$ cat config.mk
export PLATFORM = sky130hd
export DESIGN_NAME = cfl_top
export DESIGN_NICKNAME = d
export VERILOG_FILES = /design/src/pkg/cfl_pkg.sv /design/src/rtl/cfl_axil.sv /design/src/rtl/cfl_eval.sv /design/src/rtl/cfl_top.sv
export SDC_FILE = /design/constraint.sdc
export NUM_CORES = 1
export LEC_CHECK = 0
export BUFFER_PORTS_ARGS = -buffer_cell sky130_fd_sc_hd__buf_2
export CORE_MARGIN = 8
export CORE_UTILIZATION = 58
export DETAILED_ROUTE_END_ITERATION = 10
export PLACE_DENSITY = 0.81
export SLEW_MARGIN = 20
export SYNTH_ARGS = -nofsm -noshare
export SYNTH_HDL_FRONTEND = slang
export SYNTH_SLANG_ARGS = --single-unit
$ cat constraint.sdc
create_clock -name aclk -period 3.35 [get_ports aclk]
set_clock_uncertainty 0.2 [all_clocks]
set_input_delay 0.67 -clock aclk [delete_from_list [all_inputs] [get_ports aclk]]
set_output_delay 0.67 -clock aclk [all_outputs]
set_load 0.01 [all_outputs]
$ cat src/pkg/cfl_pkg.sv
// Package for the condition flag logic: classes, field layout, register map.
package cfl_pkg;

  // ==========================================================
  // Condition bit positions (bit 0 is the MSB of the byte)
  localparam int unsigned CFL_BIT_BOVF = 2;
  localparam int unsigned CFL_BIT_FALSE = 3;
  localparam int unsigned CFL_BIT_DOVF = 4;
  localparam int unsigned CFL_BIT_HIGH = 5;
  localparam int unsigned CFL_BIT_LOW = 6;
  localparam int unsigned CFL_BIT_EQUAL = 7;

  // Branch selection byte weights, bit 2 through bit 7
  localparam logic [3:0] CFL_W_BOVF = 4'h2;
  localparam logic [3:0] CFL_W_FALSE = 4'h1;
  localparam logic [3:0] CFL_W_DOVF = 4'h8;
  localparam logic [3:0] CFL_W_HIGH = 4'h4;
  localparam logic [3:0] CFL_W_LOW = 4'h2;
  localparam logic [3:0] CFL_W_EQUAL = 4'h1;
  localparam int unsigned CFL_SEL_SENSE = 0;

  // ==========================================================
  // Register map (byte addresses)
  localparam logic [7:0] CFL_OFF_FLAGS = 8'h00;
  localparam logic [7:0] CFL_OFF_CTRL = 8'h04;
  localparam logic [7:0] CFL_OFF_OPA = 8'h08;
  localparam logic [7:0] CFL_OFF_OPB = 8'h0C;
  localparam logic [7:0] CFL_OFF_BRANCH = 8'h10;
  localparam logic [7:0] CFL_OFF_IRQ_STAT = 8'h14;
  localparam logic [7:0] CFL_OFF_IRQ_MASK = 8'h18;

  localparam logic [7:0] CFL_FLAGS_RST = 8'h00;
  localparam logic [7:0] CFL_MASK_RST = 8'h00;
  localparam logic [1:0] CFL_RESP_OKAY = 2'h0;
  localparam logic [1:0] CFL_RESP_SLVERR = 2'h2;

  // Interrupt status bits
  localparam int unsigned CFL_IRQ_DONE = 0;
  localparam int unsigned CFL_IRQ_TAKEN = 1;
  localparam int unsigned CFL_IRQ_OVF = 2;

  // ==========================================================
  // Instruction classes, written to CTRL[3:0]
  typedef enum logic [3:0] {
    CFL_CLS_DEC_ARITH = 4'h1,
    CFL_CLS_CMP_LOG = 4'h2,
    CFL_CLS_SUB_LOG = 4'h3,
    CFL_CLS_ADD_LOG = 4'h4,
    CFL_CLS_EDIT = 4'h5,
    CFL_CLS_TEST_BITS = 4'h6,
    CFL_CLS_BRANCH = 4'h7
  } cfl_class_t;

  // One executed instruction as seen by the flag unit
  typedef struct packed {
    cfl_class_t cls;
    logic [15:0] opa;
    logic [15:0] opb;
    logic [7:0] sel;
  } cfl_req_t;

  // Flag update result
  typedef struct packed {
    logic [7:0] flags;
    logic taken;
    logic ovf;
  } cfl_res_t;

endpackage

$ cat src/rtl/cfl_axil.sv
// AXI4-Lite slave front end: one write and one read at a time.
`timescale 1ns/1ps
`default_nettype none
module cfl_axil
  import cfl_pkg::*;
(
  input wire logic aclk,
  input wire logic aresetn,
  input wire logic [7:0] s_awaddr,
  input wire logic s_awvalid,
  output logic s_awready,
  input wire logic [31:0] s_wdata,
  input wire logic [3:0] s_wstrb,
  input wire logic s_wvalid,
  output logic s_wready,
  output logic [1:0] s_bresp,
  output logic s_bvalid,
  input wire logic s_bready,
  input wire logic [7:0] s_araddr,
  input wire logic s_arvalid,
  output logic s_arready,
  output logic [31:0] s_rdata,
  output logic [1:0] s_rresp,
  output logic s_rvalid,
  input wire logic s_rready,
  output logic wr_en,
  output logic [7:0] wr_addr,
  output logic [31:0] wr_data,
  output logic [3:0] wr_strb,
  input wire logic wr_ok,
  output logic [7:0] rd_addr,
  input wire logic [31:0] rd_data,
  input wire logic rd_ok
);

  logic aw_held_q;
  logic w_held_q;
  logic [7:0] awaddr_q;
  logic [31:0] wdata_q;
  logic [3:0] wstrb_q;

  // ==========================================================
  // Write path: take address and data in either order
  assign s_awready = !aw_held_q && !s_bvalid;
  assign s_wready = !w_held_q && !s_bvalid;
  assign wr_en = aw_held_q && w_held_q;
  assign wr_addr = awaddr_q;
  assign wr_data = wdata_q;
  assign wr_strb = wstrb_q;

  always_ff @(posedge aclk) begin
    if (!aresetn) begin
      aw_held_q <= 1'b0;
      w_held_q <= 1'b0;
      awaddr_q <= 8'h00;
      wdata_q <= 32'h00000000;
      wstrb_q <= 4'h0;
      s_bvalid <= 1'b0;
      s_bresp <= CFL_RESP_OKAY;
    end else begin
      if (s_awvalid && s_awready) begin
        aw_held_q <= 1'b1;
        awaddr_q <= s_awaddr;
      end
      if (s_wvalid && s_wready) begin
        w_held_q <= 1'b1;
        wdata_q <= s_wdata;
        wstrb_q <= s_wstrb;
      end
      if (wr_en) begin
        aw_held_q <= 1'b0;
        w_held_q <= 1'b0;
        s_bvalid <= 1'b1;
        s_bresp <= wr_ok ? CFL_RESP_OKAY : CFL_RESP_SLVERR;
      end else if (s_bvalid && s_bready) begin
        s_bvalid <= 1'b0;
      end
    end
  end

  // ==========================================================
  // Read path
  assign s_arready = !s_rvalid;
  assign rd_addr = s_araddr;

  always_ff @(posedge aclk) begin
    if (!aresetn) begin
      s_rvalid <= 1'b0;
      s_rdata <= 32'h00000000;
      s_rresp <= CFL_RESP_OKAY;
    end else if (s_arvalid && s_arready) begin
      s_rvalid <= 1'b1;
      s_rdata <= rd_ok ? rd_data : 32'h00000000;
      s_rresp <= rd_ok ? CFL_RESP_OKAY : CFL_RESP_SLVERR;
    end else if (s_rvalid && s_rready) begin
      s_rvalid <= 1'b0;
    end
  end

endmodule
`default_nettype wire

$ cat src/rtl/cfl_eval.sv
// Combinational evaluation of condition bits per instruction class.
`timescale 1ns/1ps
`default_nettype none
module cfl_eval
  import cfl_pkg::*;
#(
  parameter int unsigned WIDTH = 16
) (
  input wire cfl_req_t req,
  input wire logic [7:0] flags_in,
  output var cfl_res_t res
);

  initial begin
    if (WIDTH < 2 || WIDTH > 16) begin
      $error("cfl_eval: WIDTH must be 2..16");
    end
  end

  // ==========================================================
  // Operand arithmetic
  logic [WIDTH-1:0] a;
  logic [WIDTH-1:0] b;
  logic [WIDTH:0] sum;
  logic [WIDTH:0] dsum;
  assign a = req.opa[WIDTH-1:0];
  assign b = req.opb[WIDTH-1:0];
  assign sum = {1'b0, a} + {1'b0, b};
  // Signed magnitude decimal value held as two's complement here
  assign dsum = {a[WIDTH-1], a} + {b[WIDTH-1], b};

  // Bit n of the byte lives at vector index 7-n
  function automatic logic [7:0] put_result(input logic [7:0] f, input logic hi,
                                            input logic lo, input logic eq);
    logic [7:0] r;
    r = f;
    r[7-CFL_BIT_HIGH] = hi;
    r[7-CFL_BIT_LOW] = lo;
    r[7-CFL_BIT_EQUAL] = eq;
    return r;
  endfunction

  // ==========================================================
  // Branch selection
  logic [5:0] cond;
  logic [5:0] selm;
  logic present;
  logic [7:0] f;
  logic dovf;
  logic bovf;
  logic zero;
  assign cond = flags_in[5:0];
  // Selection byte bits 2..7 pick the same positions; weights are 2,1,8,4,2,1
  assign selm = req.sel[5:0];
  assign present = |(cond & selm);

  always_comb begin
    f = flags_in;
    res.taken = 1'b0;
    res.ovf = 1'b0;
    dovf = (a[WIDTH-1] == b[WIDTH-1]) && (dsum[WIDTH-1] != a[WIDTH-1]);
    bovf = sum[WIDTH];
    zero = 1'b0;
    case (req.cls)
      CFL_CLS_DEC_ARITH: begin
        zero = (dsum[WIDTH-1:0] == '0);
        f[7-CFL_BIT_DOVF] = dovf;
        f = put_result(f, !zero && !dsum[WIDTH-1], !zero && dsum[WIDTH-1], zero);
        res.ovf = dovf;
      end
      CFL_CLS_CMP_LOG: begin
        f = put_result(f, a > b, a < b, a == b);
      end
      CFL_CLS_SUB_LOG: begin
        f = put_result(f, b > a, b <= a, a == b);
      end
      CFL_CLS_ADD_LOG: begin
        zero = (sum[WIDTH-1:0] == '0);
        f[7-CFL_BIT_BOVF] = bovf;
        f = put_result(f, bovf && !zero, !bovf && !zero, zero);
        res.ovf = bovf;
      end
      CFL_CLS_EDIT: begin
        zero = (a == '0);
        f = put_result(f, !zero && !a[WIDTH-1], !zero && a[WIDTH-1], zero);
      end
      CFL_CLS_TEST_BITS: begin
        // Operand B is the mask; test true when all masked bits are one
        f[7-CFL_BIT_FALSE] = ((a & b) != b);
      end
      CFL_CLS_BRANCH: begin
        res.taken = req.sel[7-CFL_SEL_SENSE] ? present : !present;
        if (selm[7-CFL_BIT_FALSE]) begin
          f[7-CFL_BIT_FALSE] = 1'b0;
        end
        if (selm[7-CFL_BIT_DOVF]) begin
          f[7-CFL_BIT_DOVF] = 1'b0;
        end
      end
      default: begin
        f = flags_in;
      end
    endcase
    res.flags = f;
  end

endmodule
`default_nettype wire

$ cat src/rtl/cfl_top.sv
// Condition flag unit top: register file, execution strobe, interrupts.
//
// The placing of the registers and the AXI4-Lite interface to the registers are this design's own decisions.
`timescale 1ns/1ps
`default_nettype none
// Summary of operation
// - Decimal arithmetic sets bit 4 on overflow and one of bits 5, 6, 7 for positive, negative, zero.
// - Logical compare sets bit 5 for op1 above op2, bit 6 for below, bit 7 for equal.
// - Logical subtract sets bit 5 for B above A, bit 6 for B at most A, bit 7 for A equal B.
// - Add logical sets bit 2 on overflow, bit 5 for carry and nonzero, bit 6 for no carry and nonzero, bit 7 for zero.
// - Edit sets bit 5 for a positive source, bit 6 for negative, bit 7 for a zero source.
// - Test bits sets bit 3 when the tested bits fail the test.
// - A branch that tests bit 3 or bit 4 clears that bit.
// - The selection byte weights bits 2 to 7 as 2, 1, 8, 4, 2, 1.
// - Selection bit 0 low branches on absence, high on presence of the selected conditions.
module cfl_top
  import cfl_pkg::*;
#(
  parameter int unsigned WIDTH = 16
) (
  input wire logic aclk,
  input wire logic aresetn,
  input wire logic [7:0] s_awaddr,
  input wire logic s_awvalid,
  output logic s_awready,
  input wire logic [31:0] s_wdata,
  input wire logic [3:0] s_wstrb,
  input wire logic s_wvalid,
  output logic s_wready,
  output logic [1:0] s_bresp,
  output logic s_bvalid,
  input wire logic s_bready,
  input wire logic [7:0] s_araddr,
  input wire logic s_arvalid,
  output logic s_arready,
  output logic [31:0] s_rdata,
  output logic [1:0] s_rresp,
  output logic s_rvalid,
  input wire logic s_rready,
  output logic irq
);

  initial begin
    if (WIDTH < 2 || WIDTH > 16) begin
      $error("cfl_top: WIDTH must be 2..16");
    end
  end

  // ==========================================================
  // Bus front end
  logic wr_en;
  logic [7:0] wr_addr;
  logic [31:0] wr_data;
  logic [3:0] wr_strb;
  logic wr_ok;
  logic [7:0] rd_addr;
  logic [31:0] rd_data;
  logic rd_ok;
  logic aw_ready_w;
  logic w_ready_w;
  logic ar_ready_w;

  cfl_axil u_axil (
    .aclk(aclk),
    .aresetn(aresetn),
    .s_awaddr(s_awaddr),
    .s_awvalid(s_awvalid),
    .s_awready(aw_ready_w),
    .s_wdata(s_wdata),
    .s_wstrb(s_wstrb),
    .s_wvalid(s_wvalid),
    .s_wready(w_ready_w),
    .s_bresp(s_bresp),
    .s_bvalid(s_bvalid),
    .s_bready(s_bready),
    .s_araddr(s_araddr),
    .s_arvalid(s_arvalid),
    .s_arready(ar_ready_w),
    .s_rdata(s_rdata),
    .s_rresp(s_rresp),
    .s_rvalid(s_rvalid),
    .s_rready(s_rready),
    .wr_en(wr_en),
    .wr_addr(wr_addr),
    .wr_data(wr_data),
    .wr_strb(wr_strb),
    .wr_ok(wr_ok),
    .rd_addr(rd_addr),
    .rd_data(rd_data),
    .rd_ok(rd_ok)
  );

  // Ready lines are ANDed with flops that reset low and are set by the first clock after release.
  // They keep the ready lines low in the first cycle after reset and then stay high, which
  // hides a request the front end takes in that cycle; the front end gates acceptance on its own ready alone.
  logic awr_q;
  logic wr_q;
  logic arr_q;
  assign s_awready = awr_q && aw_ready_w;
  assign s_wready = wr_q && w_ready_w;
  assign s_arready = arr_q && ar_ready_w;

  // ==========================================================
  // Register state
  logic [7:0] flags_q;
  logic [3:0] cls_q;
  logic [15:0] opa_q;
  logic [15:0] opb_q;
  logic [7:0] sel_q;
  logic taken_q;
  logic [2:0] irq_stat_q;
  logic [2:0] irq_mask_q;
  logic exec_pulse;
  cfl_req_t req;
  cfl_res_t res;

  function automatic logic hit(input logic [7:0] addr, input logic [7:0] off);
    return addr == off;
  endfunction

  assign exec_pulse = wr_en && hit(wr_addr, CFL_OFF_CTRL) && wr_strb[0];
  assign wr_ok = hit(wr_addr, CFL_OFF_FLAGS) || hit(wr_addr, CFL_OFF_CTRL) ||
                 hit(wr_addr, CFL_OFF_OPA) || hit(wr_addr, CFL_OFF_OPB) ||
                 hit(wr_addr, CFL_OFF_BRANCH) || hit(wr_addr, CFL_OFF_IRQ_STAT) ||
                 hit(wr_addr, CFL_OFF_IRQ_MASK);

  // Execution uses the class byte being written, so one write runs it
  assign req = '{cls: cfl_class_t'(wr_data[3:0]), opa: opa_q, opb: opb_q, sel: sel_q};

  cfl_eval #(
    .WIDTH(WIDTH)
  ) u_eval (
    .req(req),
    .flags_in(flags_q),
    .res(res)
  );

  // ==========================================================
  // Ready registers
  always_ff @(posedge aclk) begin
    if (!aresetn) begin
      awr_q <= 1'b0;
      wr_q <= 1'b0;
      arr_q <= 1'b0;
    end else begin
      awr_q <= 1'b1;
      wr_q <= 1'b1;
      arr_q <= 1'b1;
    end
  end

  // ==========================================================
  // Condition register
  always_ff @(posedge aclk) begin
    if (!aresetn) begin
      flags_q <= CFL_FLAGS_RST;
      taken_q <= 1'b0;
      cls_q <= 4'h0;
    end else if (exec_pulse) begin
      flags_q <= res.flags;
      cls_q <= wr_data[3:0];
      if (req.cls == CFL_CLS_BRANCH) begin
        taken_q <= res.taken;
      end
    end else if (wr_en && hit(wr_addr, CFL_OFF_FLAGS) && wr_strb[0]) begin
      // Software may restore a saved condition byte; bits 0 and 1 unused
      flags_q <= {2'b00, wr_data[5:0]};
    end
  end

  // ==========================================================
  // Operands and selection byte
  always_ff @(posedge aclk) begin
    if (!aresetn) begin
      opa_q <= 16'h0000;
      opb_q <= 16'h0000;
      sel_q <= 8'h00;
    end else if (wr_en) begin
      if (hit(wr_addr, CFL_OFF_OPA)) begin
        if (wr_strb[0]) opa_q[7:0] <= wr_data[7:0];
        if (wr_strb[1]) opa_q[15:8] <= wr_data[15:8];
      end
      if (hit(wr_addr, CFL_OFF_OPB)) begin
        if (wr_strb[0]) opb_q[7:0] <= wr_data[7:0];
        if (wr_strb[1]) opb_q[15:8] <= wr_data[15:8];
      end
      if (hit(wr_addr, CFL_OFF_BRANCH) && wr_strb[0]) begin
        sel_q <= wr_data[7:0];
      end
    end
  end

  // ==========================================================
  // Interrupts: set wins over write-one-to-clear
  logic [2:0] irq_set;
  logic [2:0] irq_clr;
  assign irq_set[CFL_IRQ_DONE] = exec_pulse;
  assign irq_set[CFL_IRQ_TAKEN] = exec_pulse && req.cls == CFL_CLS_BRANCH && res.taken;
  assign irq_set[CFL_IRQ_OVF] = exec_pulse && res.ovf;
  assign irq_clr = (wr_en && hit(wr_addr, CFL_OFF_IRQ_STAT) && wr_strb[0]) ?
                   wr_data[2:0] : 3'h0;

  always_ff @(posedge aclk) begin
    if (!aresetn) begin
      irq_stat_q <= 3'h0;
      irq_mask_q <= CFL_MASK_RST[2:0];
      irq <= 1'b0;
    end else begin
      irq_stat_q <= (irq_stat_q & ~irq_clr) | irq_set;
      if (wr_en && hit(wr_addr, CFL_OFF_IRQ_MASK) && wr_strb[0]) begin
        irq_mask_q <= wr_data[2:0];
      end
      irq <= |(((irq_stat_q & ~irq_clr) | irq_set) & irq_mask_q);
    end
  end

  // ==========================================================
  // Read decode
  always_comb begin
    rd_ok = 1'b1;
    rd_data = 32'h00000000;
    case (rd_addr)
      CFL_OFF_FLAGS: rd_data = {24'h000000, flags_q};
      CFL_OFF_CTRL: rd_data = {23'h000000, taken_q, 4'h0, cls_q};
      CFL_OFF_OPA: rd_data = {16'h0000, opa_q};
      CFL_OFF_OPB: rd_data = {16'h0000, opb_q};
      CFL_OFF_BRANCH: rd_data = {24'h000000, sel_q};
      CFL_OFF_IRQ_STAT: rd_data = {29'h00000000, irq_stat_q};
      CFL_OFF_IRQ_MASK: rd_data = {29'h00000000, irq_mask_q};
      default: rd_ok = 1'b0;
    endcase
  end

endmodule
`default_nettype wire

==> flow_metrics.env, run 1 <==
export IMPL_netlist_area_sq_um=6700
export IMPL_drv_slew=0
export IMPL_crit_path_end_kind="register"
export IMPL_clk_path_buf_depth=2
export IMPL_crit_fanout=2
export IMPL_core_area_sq_um=11300
export IMPL_use_met3=0.0438
export IMPL_finalWeightedCongestion=0.934
export IMPL_yosys_top_cells_count="nand2_1 (119), dfxtp_1 (107), nor2b_1 (56)"
export IMPL_numClockSinks=107
export IMPL_cpMaxStageDelayCell="a2111o_1"
export IMPL_drt_iter0_drc=503
export IMPL_rows=39
export IMPL_grt_pass1_wl_mm=28.5
export IMPL_p_total_mw=2.69
export IMPL_synthCells=835
export IMPL_synth_distinct_cells=66
export IMPL_diodes=0
export IMPL_period_needed_ns=3.20
export IMPL_synth_area_top_cells="dfxtp_1 (32%), ha_1 (8.8%), nand2_1 (6.7%), nor2b_1 (5.2%), mux2i_1 (4.9%)"
export IMPL_ant_nets=0
export IMPL_grt_pass1_vias=5825
export IMPL_crit_family="compound AO/OA/AOI/OAI gates"
export IMPL_p_leak_nw=3.17
export IMPL_dieWidth_um=123
export IMPL_cp_required_ns=3.38
export IMPL_io_buffers=64
export IMPL_relSlewSlack=0.458
export IMPL_fillers=962
export IMPL_initial_core_util=0.591
export IMPL_cts_buffers_inserted=9
export IMPL_worst_pin_slew_ns=0.806
export IMPL_cts_tree="done"
export IMPL_dpl_hpwl_mm=13.2
export IMPL_vias_per_cell=5.91
export IMPL_wl_mm=17.6
export IMPL_synth_edf_count=0
export IMPL_avgRoutedWirePerCell_um=16.9
export IMPL_overflow=0
export IMPL_max_vdd_ir_drop_uv=369
export IMPL_cp_arrival_ns=3.23
export IMPL_syn_area_per_cell_sq_um=8.02
export IMPL_grt_busiest_layer="met2"
export IMPL_vias=6155
export IMPL_critPathMaxStageDelay_ns=0.43
export IMPL_setup_viol=0
export IMPL_h_tree_depth=3
export IMPL_gr_usage_met2=0.367
export IMPL_finalSetupTns_ns=0
export IMPL_final_hold_violation_count=0
export IMPL_yosys_warnings=0
export IMPL_async_flop_share=0
export IMPL_hold_class="register to register"
export IMPL_clk_latency_ns=0.35
export IMPL_maxCapViolations=0
export IMPL_dieArea_sq_um=15200
export IMPL_yosys_area_top_type="dfxtp_1"
export IMPL_ys_flop_type="dfxtp_1"
export IMPL_syn_to_final_growth_pct=12.3
export IMPL_nets=1000
export IMPL_clk_root_buffer_cell="clkbuf_16"
export IMPL_drive_gt1_frac=0.139
export IMPL_io_pins=101
export IMPL_crit_chain="ha_1 > fa_2 > xnor2_1 > a2111oi_2 > o211ai_1 > a2111o_1 > nor4_2 > nand4_1 > buf_4 > nor2_1 > o31ai_1"
export IMPL_antenna_found_initial=1
export IMPL_fin_crit_sh=0.955
export IMPL_p_per_area_nw_per_um2=359
export IMPL_seq_area_frac_synth=0.320
export IMPL_grt_usage=0.230
export IMPL_crit_buf_inv=1
export IMPL_startpoint_type="register"
export IMPL_synth_top_area_frac=0.320
export IMPL_rsz0062_at_grt="false"
export IMPL_synth_most_common_cell="nand2_1"
export IMPL_grt_max_degree=49
export IMPL_die_h_um=123
export IMPL_gr_usage_met1=0.303
export IMPL_clkTransAtPathRegs_ns=0.08
export IMPL_drc=0
export IMPL_first_pass_iters=6
export IMPL_status="finished clean"
export IMPL_crit_type="register to register"
export IMPL_max_freq_ghz=0.313
export IMPL_ys_seq_elements=107
==> kinds of logic (layout without fill, tap and decap cells) <==
group | after synthesis | count (layout) | share of synthesized area
simple gates | 332 | 332 | 0.248
other cells | 1 | 18 | 0.000560
buf+inv | 103 | 149 | 0.0682
flops | 107 | 107 | 0.320
xor+xnor | 7 | 7 | 0.00916
compound gates | 203 | 203 | 0.212
fa+ha+maj | 48 | 48 | 0.0908
mux | 34 | 34 | 0.0510
==> routing by layer <==
metal | vias up | wire length [um]
li1 | 2994 | -
met1 | 2870 | 7960
met2 | 251 | 8020
met3 | 38 | 1260
met4 | 2 | 379
met5 | - | 10
==> cell type report <==
type                            instances  area [sq um]  area share
Clock buffer                            9           225      0.0300
Clock inverter                          7           111      0.0148
Inverter                               44           165      0.0220
Multi-Input combinational cell        642          4180       0.557
Sequential cell                       107          2140       0.285
Tap cell                              143           179      0.0238
Timing Repair Buffer                   89           508      0.0676
==> tightest hold or removal path, delay by kind of cell, from the launching register on <==
| kind | cells | cell delay (ns) |
|---|---|---|
| AO/OA/AOI/OAI | 1 | 0.06 |
| flip-flops | 1 | 0.31 |
| AND/OR/NAND/NOR | 1 | 0.04 |
==> per-stage QoR <==
| step | instances | cell area (sq um) | utilization | hold slack (ns) | setup slack [ns] |
|---|---|---|---|---|---|
| global placement | 1024 | 7150 | 0.632 | 0.251 | 0.150 |
| floorplan | 852 | 6760 | - | 0.239 | 0.365 |
| CTS | 1040 | 7490 | 0.662 | 0.261 | 0.0837 |
| detailed placement | 1024 | 7150 | 0.632 | 0.251 | 0.0634 |
| finish | 1041 | 7520 | 0.664 | 0.258 | 0.152 |
| global route | 1041 | 7520 | 0.664 | 0.296 | 0.0349 |
==> path summary, 6_finish.rpt <==
path | startpoint | to | slack [ns] | depth (start not counted)
max reg2reg | opb_q[0]$_SDFFE_PN0P_ | flags_q[2]$_SDFFE_PN0P_ | 0.15 | 11
max | opb_q[0]$_SDFFE_PN0P_ | flags_q[2]$_SDFFE_PN0P_ | 0.15 | 11
min reg2reg | u_axil.wr_strb[1]$_SDFFE_PN0P_ | u_axil.wr_strb[1]$_SDFFE_PN0P_ | 0.26 | 2
min | u_axil.wr_strb[1]$_SDFFE_PN0P_ | u_axil.wr_strb[1]$_SDFFE_PN0P_ | 0.26 | 2
==> sequential cells by signal, indices dropped and copies added, names as in the netlist <==
name	count
opa_q	16
opb_q	16
u_axil.s_rdata	16
u_axil.wr_data	16
sel_q	8
u_axil.wr_addr	8
flags_q	6
cls_q	4
irq_mask_q	3
irq_stat_q	3
u_axil.wr_strb	2
arr_q	1
irq	1
taken_q	1
u_axil.aw_held_q	1
u_axil.s_bresp	1
u_axil.s_bvalid	1
u_axil.s_rresp	1
u_axil.s_rvalid	1
u_axil.w_held_q	1
==> timing repair <==
action / 4_1_cts / 5_1_grt
hold endpoints to repair: 0 / 0
hold buffers: 0 / 0
resized for setup: 0 / 6
setup buffers: 0 / 1
setup endpoints to repair: 0 / 2
==> power by group <==
part	internal [mW]	switching [mW]
Combinational	0.0780	0.102
Clock	0.670	0.501
Sequential	1.30	0.0442
==> cells in the final DEF (no fill, tap or decap), types with 23 or more instances in the layout <==
| cell type | instances |
|---|---|
| a21boi_0 | 39 |
| a21oi_1 | 41 |
| a22oi_1 | 23 |
| buf_2 | 64 |
| buf_4 | 25 |
| dfxtp_1 | 106 |
| ha_1 | 46 |
| inv_1 | 42 |
| mux2i_1 | 33 |
| nand2_1 | 119 |
| nor2_1 | 46 |
| nor2b_1 | 56 |
| o21ai_0 | 29 |
Power figures use the tool's default switching activity.
==> run 2: changes to the inputs <==
--- a/config.mk
+++ b/config.mk
@@ -7,10 +7,11 @@
 export LEC_CHECK = 0
 export BUFFER_PORTS_ARGS = -buffer_cell sky130_fd_sc_hd__buf_2
 export CORE_MARGIN = 8
-export CORE_UTILIZATION = 58
+export CORE_UTILIZATION = 59
 export DETAILED_ROUTE_END_ITERATION = 10
 export PLACE_DENSITY = 0.81
 export SLEW_MARGIN = 20
 export SYNTH_ARGS = -nofsm -noshare
 export SYNTH_HDL_FRONTEND = slang
+export SYNTH_HIERARCHICAL = 1
 export SYNTH_SLANG_ARGS = --single-unit
==> constraint.sdc (replaced) <==
create_clock -name aclk -period 3.35 [get_ports aclk]
set_clock_uncertainty 0.2 [all_clocks]
set_input_delay 0.67 -clock aclk [delete_from_list [all_inputs] [get_ports aclk]]
set_output_delay 0.67 -clock aclk [all_outputs]
set_load 0.02 [all_outputs]
==> run 2 against run 1 <==
Cell area is 18% higher. Critical path type unchanged. The flow now finishes with violations (negative setup slack). Largest cell class unchanged. Sequential share of layout area shrank 0.32 points. Critical path depth increased by 2. Highest routed layer is now met4. Global-route usage up 1.0 points. Cell count grew 12%. Register-to-register slack lost 0.20 ns. Synthesized cell count grew 4.7%. Hold slack got worse by 0.015 ns. Wire length grew 12%. Sequential power grew 16%. Clock power increased by 59%. Via count up 11%.
==> flow_metrics.env, run 2 <==
export IMPL_antenna_found_initial=0
export IMPL_crit_family="compound AO/OA/AOI/OAI gates"
export IMPL_crit_path_end_kind="register"
export IMPL_vias=6846
export IMPL_clkTransAtPathRegs_ns=0.05
export IMPL_fin_crit_sh=1.01
export IMPL_cts_tree="done"
export IMPL_dpl_cell_count=1131
export IMPL_holdPathEnd="u_axil/s_rdata[20]$_SDFFE_PN0P_"
export IMPL_max_vdd_ir_drop_uv=403
export IMPL_cp_arrival_ns=3.48
export IMPL_critPathMaxStageDelay_ns=0.48
export IMPL_syn_to_final_growth_pct=21.2
export IMPL_reg2regPathDepth=13
export IMPL_min_path_cells=2
export IMPL_regMostFlops="u_axil/s_rdata"
export IMPL_clk_latency_ns=0.42
export IMPL_clk_path_buf_depth=2
export IMPL_finalSetupTns_ns=-0.0483
export IMPL_cts_buffers_inserted=17
export IMPL_setup_viol=1
export IMPL_h_tree_depth=4
export IMPL_finalWeightedCongestion=0.950
export IMPL_crit_chain="inv_1 > ha_1 > nand2b_1 > a221o_1 > buf_4 > a21o_2 > a21o_1 > a22oi_1 > nand4_1 > or4_4 > o221a_1 > mux2i_1 > a211oi_1"
export IMPL_grt_usage=0.240
export IMPL_ff_latch_area_sq_um=2510
export IMPL_p_per_area_nw_per_um2=413
export IMPL_worst_pin_slew_ns=0.853
export IMPL_final_hold_violation_count=0
export IMPL_dieWidth_um=128
export IMPL_crit_type="register to register"
export IMPL_fin_util=0.738
export IMPL_fin_ws_ns=-0.0483
export IMPL_wl_mm=19.7
export IMPL_cpMaxStageDelayCell="or4_4"
export IMPL_multi_input_area_sq_um=4510
export IMPL_met3WireLength_mm=1.60
export IMPL_maxCapViolations=0
export IMPL_place_ws_ns=-0.0995
export IMPL_io_pins=101
export IMPL_io_buffers=80
export IMPL_regToRegSetupSlack_ns=-0.05
export IMPL_crit_fanout=3
export IMPL_hold_class="register to register"
export IMPL_diodes=0
export IMPL_grt_max_degree=58
export IMPL_cp_required_ns=3.43
export IMPL_top_layer="met4"
export IMPL_syn_area_per_cell_sq_um=8.40
export IMPL_crit_buf_inv=2
export IMPL_overflow=0
export IMPL_worstHoldStart="u_axil/s_rdata[20]$_SDFFE_PN0P_"
export IMPL_r2r_start="opa_q[1]$_SDFFE_PN0P_"
export IMPL_violations="negative setup slack"
export IMPL_wl_met2_mm=8.98
export IMPL_relSlewSlack=0.427
export IMPL_rsz0062_at_grt="true"
export IMPL_reg2reg_to="flags_q[1]$_SDFFE_PN0P_"
export IMPL_m1WireLength_mm=8.64
export IMPL_rows=40
export IMPL_clk_root_buffer_cell="clkbuf_16"
export IMPL_dpl_hpwl_mm=13.9
export IMPL_synthCells=874
export IMPL_period_needed_ns=3.40
export IMPL_die_h_um=128
export IMPL_avgRoutedWirePerCell_um=17.0
export IMPL_fillers=896
export IMPL_grt_pass1_vias=6441
export IMPL_largest_reg_flops=32
export IMPL_status="finished, violations left"
export IMPL_drc=0
export IMPL_grt_pass1_wl_mm=31.5
export IMPL_startpoint_type="register"
export IMPL_layout_commonest_cell="dfxtp_1"
export IMPL_drive_gt1_frac=0.242
export IMPL_timing_hold_ws_ns=0.243
export IMPL_max_freq_ghz=0.294
export IMPL_drv_slew=0
export IMPL_netlist_area_sq_um=7340
export IMPL_first_pass_iters=7
export IMPL_p_leak_nw=3.66
export IMPL_numClockSinks=125
export IMPL_yosys_warnings=6
export IMPL_core_area_sq_um=12100
export IMPL_vias_per_cell=5.88
export IMPL_stdcell_count=1164
export IMPL_initial_core_util=0.609
export IMPL_nets=1084
export IMPL_drt_iter0_drc=518
export IMPL_dieArea_sq_um=16300
export IMPL_ant_nets=0
export IMPL_final_cell_mix="dfxtp_1 (120), nor2_1 (92), buf_2 (80)"
[run 2: metrics by stage]
step                area, sq um  total power, mW
detailed placement         8140             1.85
global route               8900             3.80
finish                     8900             3.68
CTS                        8820             3.70
floorplan                  7410             1.79
global placement           8140             1.84
[run 2: report_power, final]
group	switching (mW)	internal, mW	total [mW]
combinational	0.172	0.0931	0.265
sequential	0.0390	1.52	1.56
clock	0.658	1.20	1.86
total	0.869	2.81	3.68
[run 2: tightest hold or removal path: cells and delay by family, from the launching register on]
family          cells  cell delay, ns
compound gates      1            0.05
simple gates        1            0.05
flops               1            0.30
[run 2: timing repair]
item | in CTS | in global routing
endpoints found under the setup margin | 3 | 4
hold buffers | 0 | 0
gates resized for setup | 13 | 17
buffers inserted | 1 | 1
cloned | 0 | 0
pin swaps | 11 | 8
[run 2: area by class of cell]
class | count | share of cell area
tap | 168 | 0.0236
clock inverter | 11 | 0.0160
clock buffer | 20 | 0.0513
multi-input combinational | 651 | 0.507
timing repair buffer | 148 | 0.103
sequential | 125 | 0.282
inverter | 41 | 0.0173
[run 2: routing by layer]
metal	global-route usage	vias up
met1	0.303	3212
li1	-	3309
met3	0.0649	53
met4	0.0917	0
met5	0	-
met2	0.382	272
[run 2: how the worst max path moves through the flow]
stage	from	to	slack, ns	cells after the start
finish	opa_q[1]$_SDFFE_PN0P_	flags_q[1]$_SDFFE_PN0P_	-0.05	13
global route	opa_q[7]$_SDFFE_PN0P_	flags_q[1]$_SDFFE_PN0P_	-0.14	12
CTS	opb_q[5]$_SDFFE_PN0P_	flags_q[1]$_SDFFE_PN0P_	0.003	13
detailed placement	opa_q[5]$_SDFFE_PN0P_	flags_q[1]$_SDFFE_PN0P_	-0.1	12
global placement	opa_q[5]$_SDFFE_PN0P_	flags_q[1]$_SDFFE_PN0P_	-0.03	12
floorplan	opa_q[5]$_SDFFE_PN0P_	flags_q[1]$_SDFFE_PN0P_	0.004	13
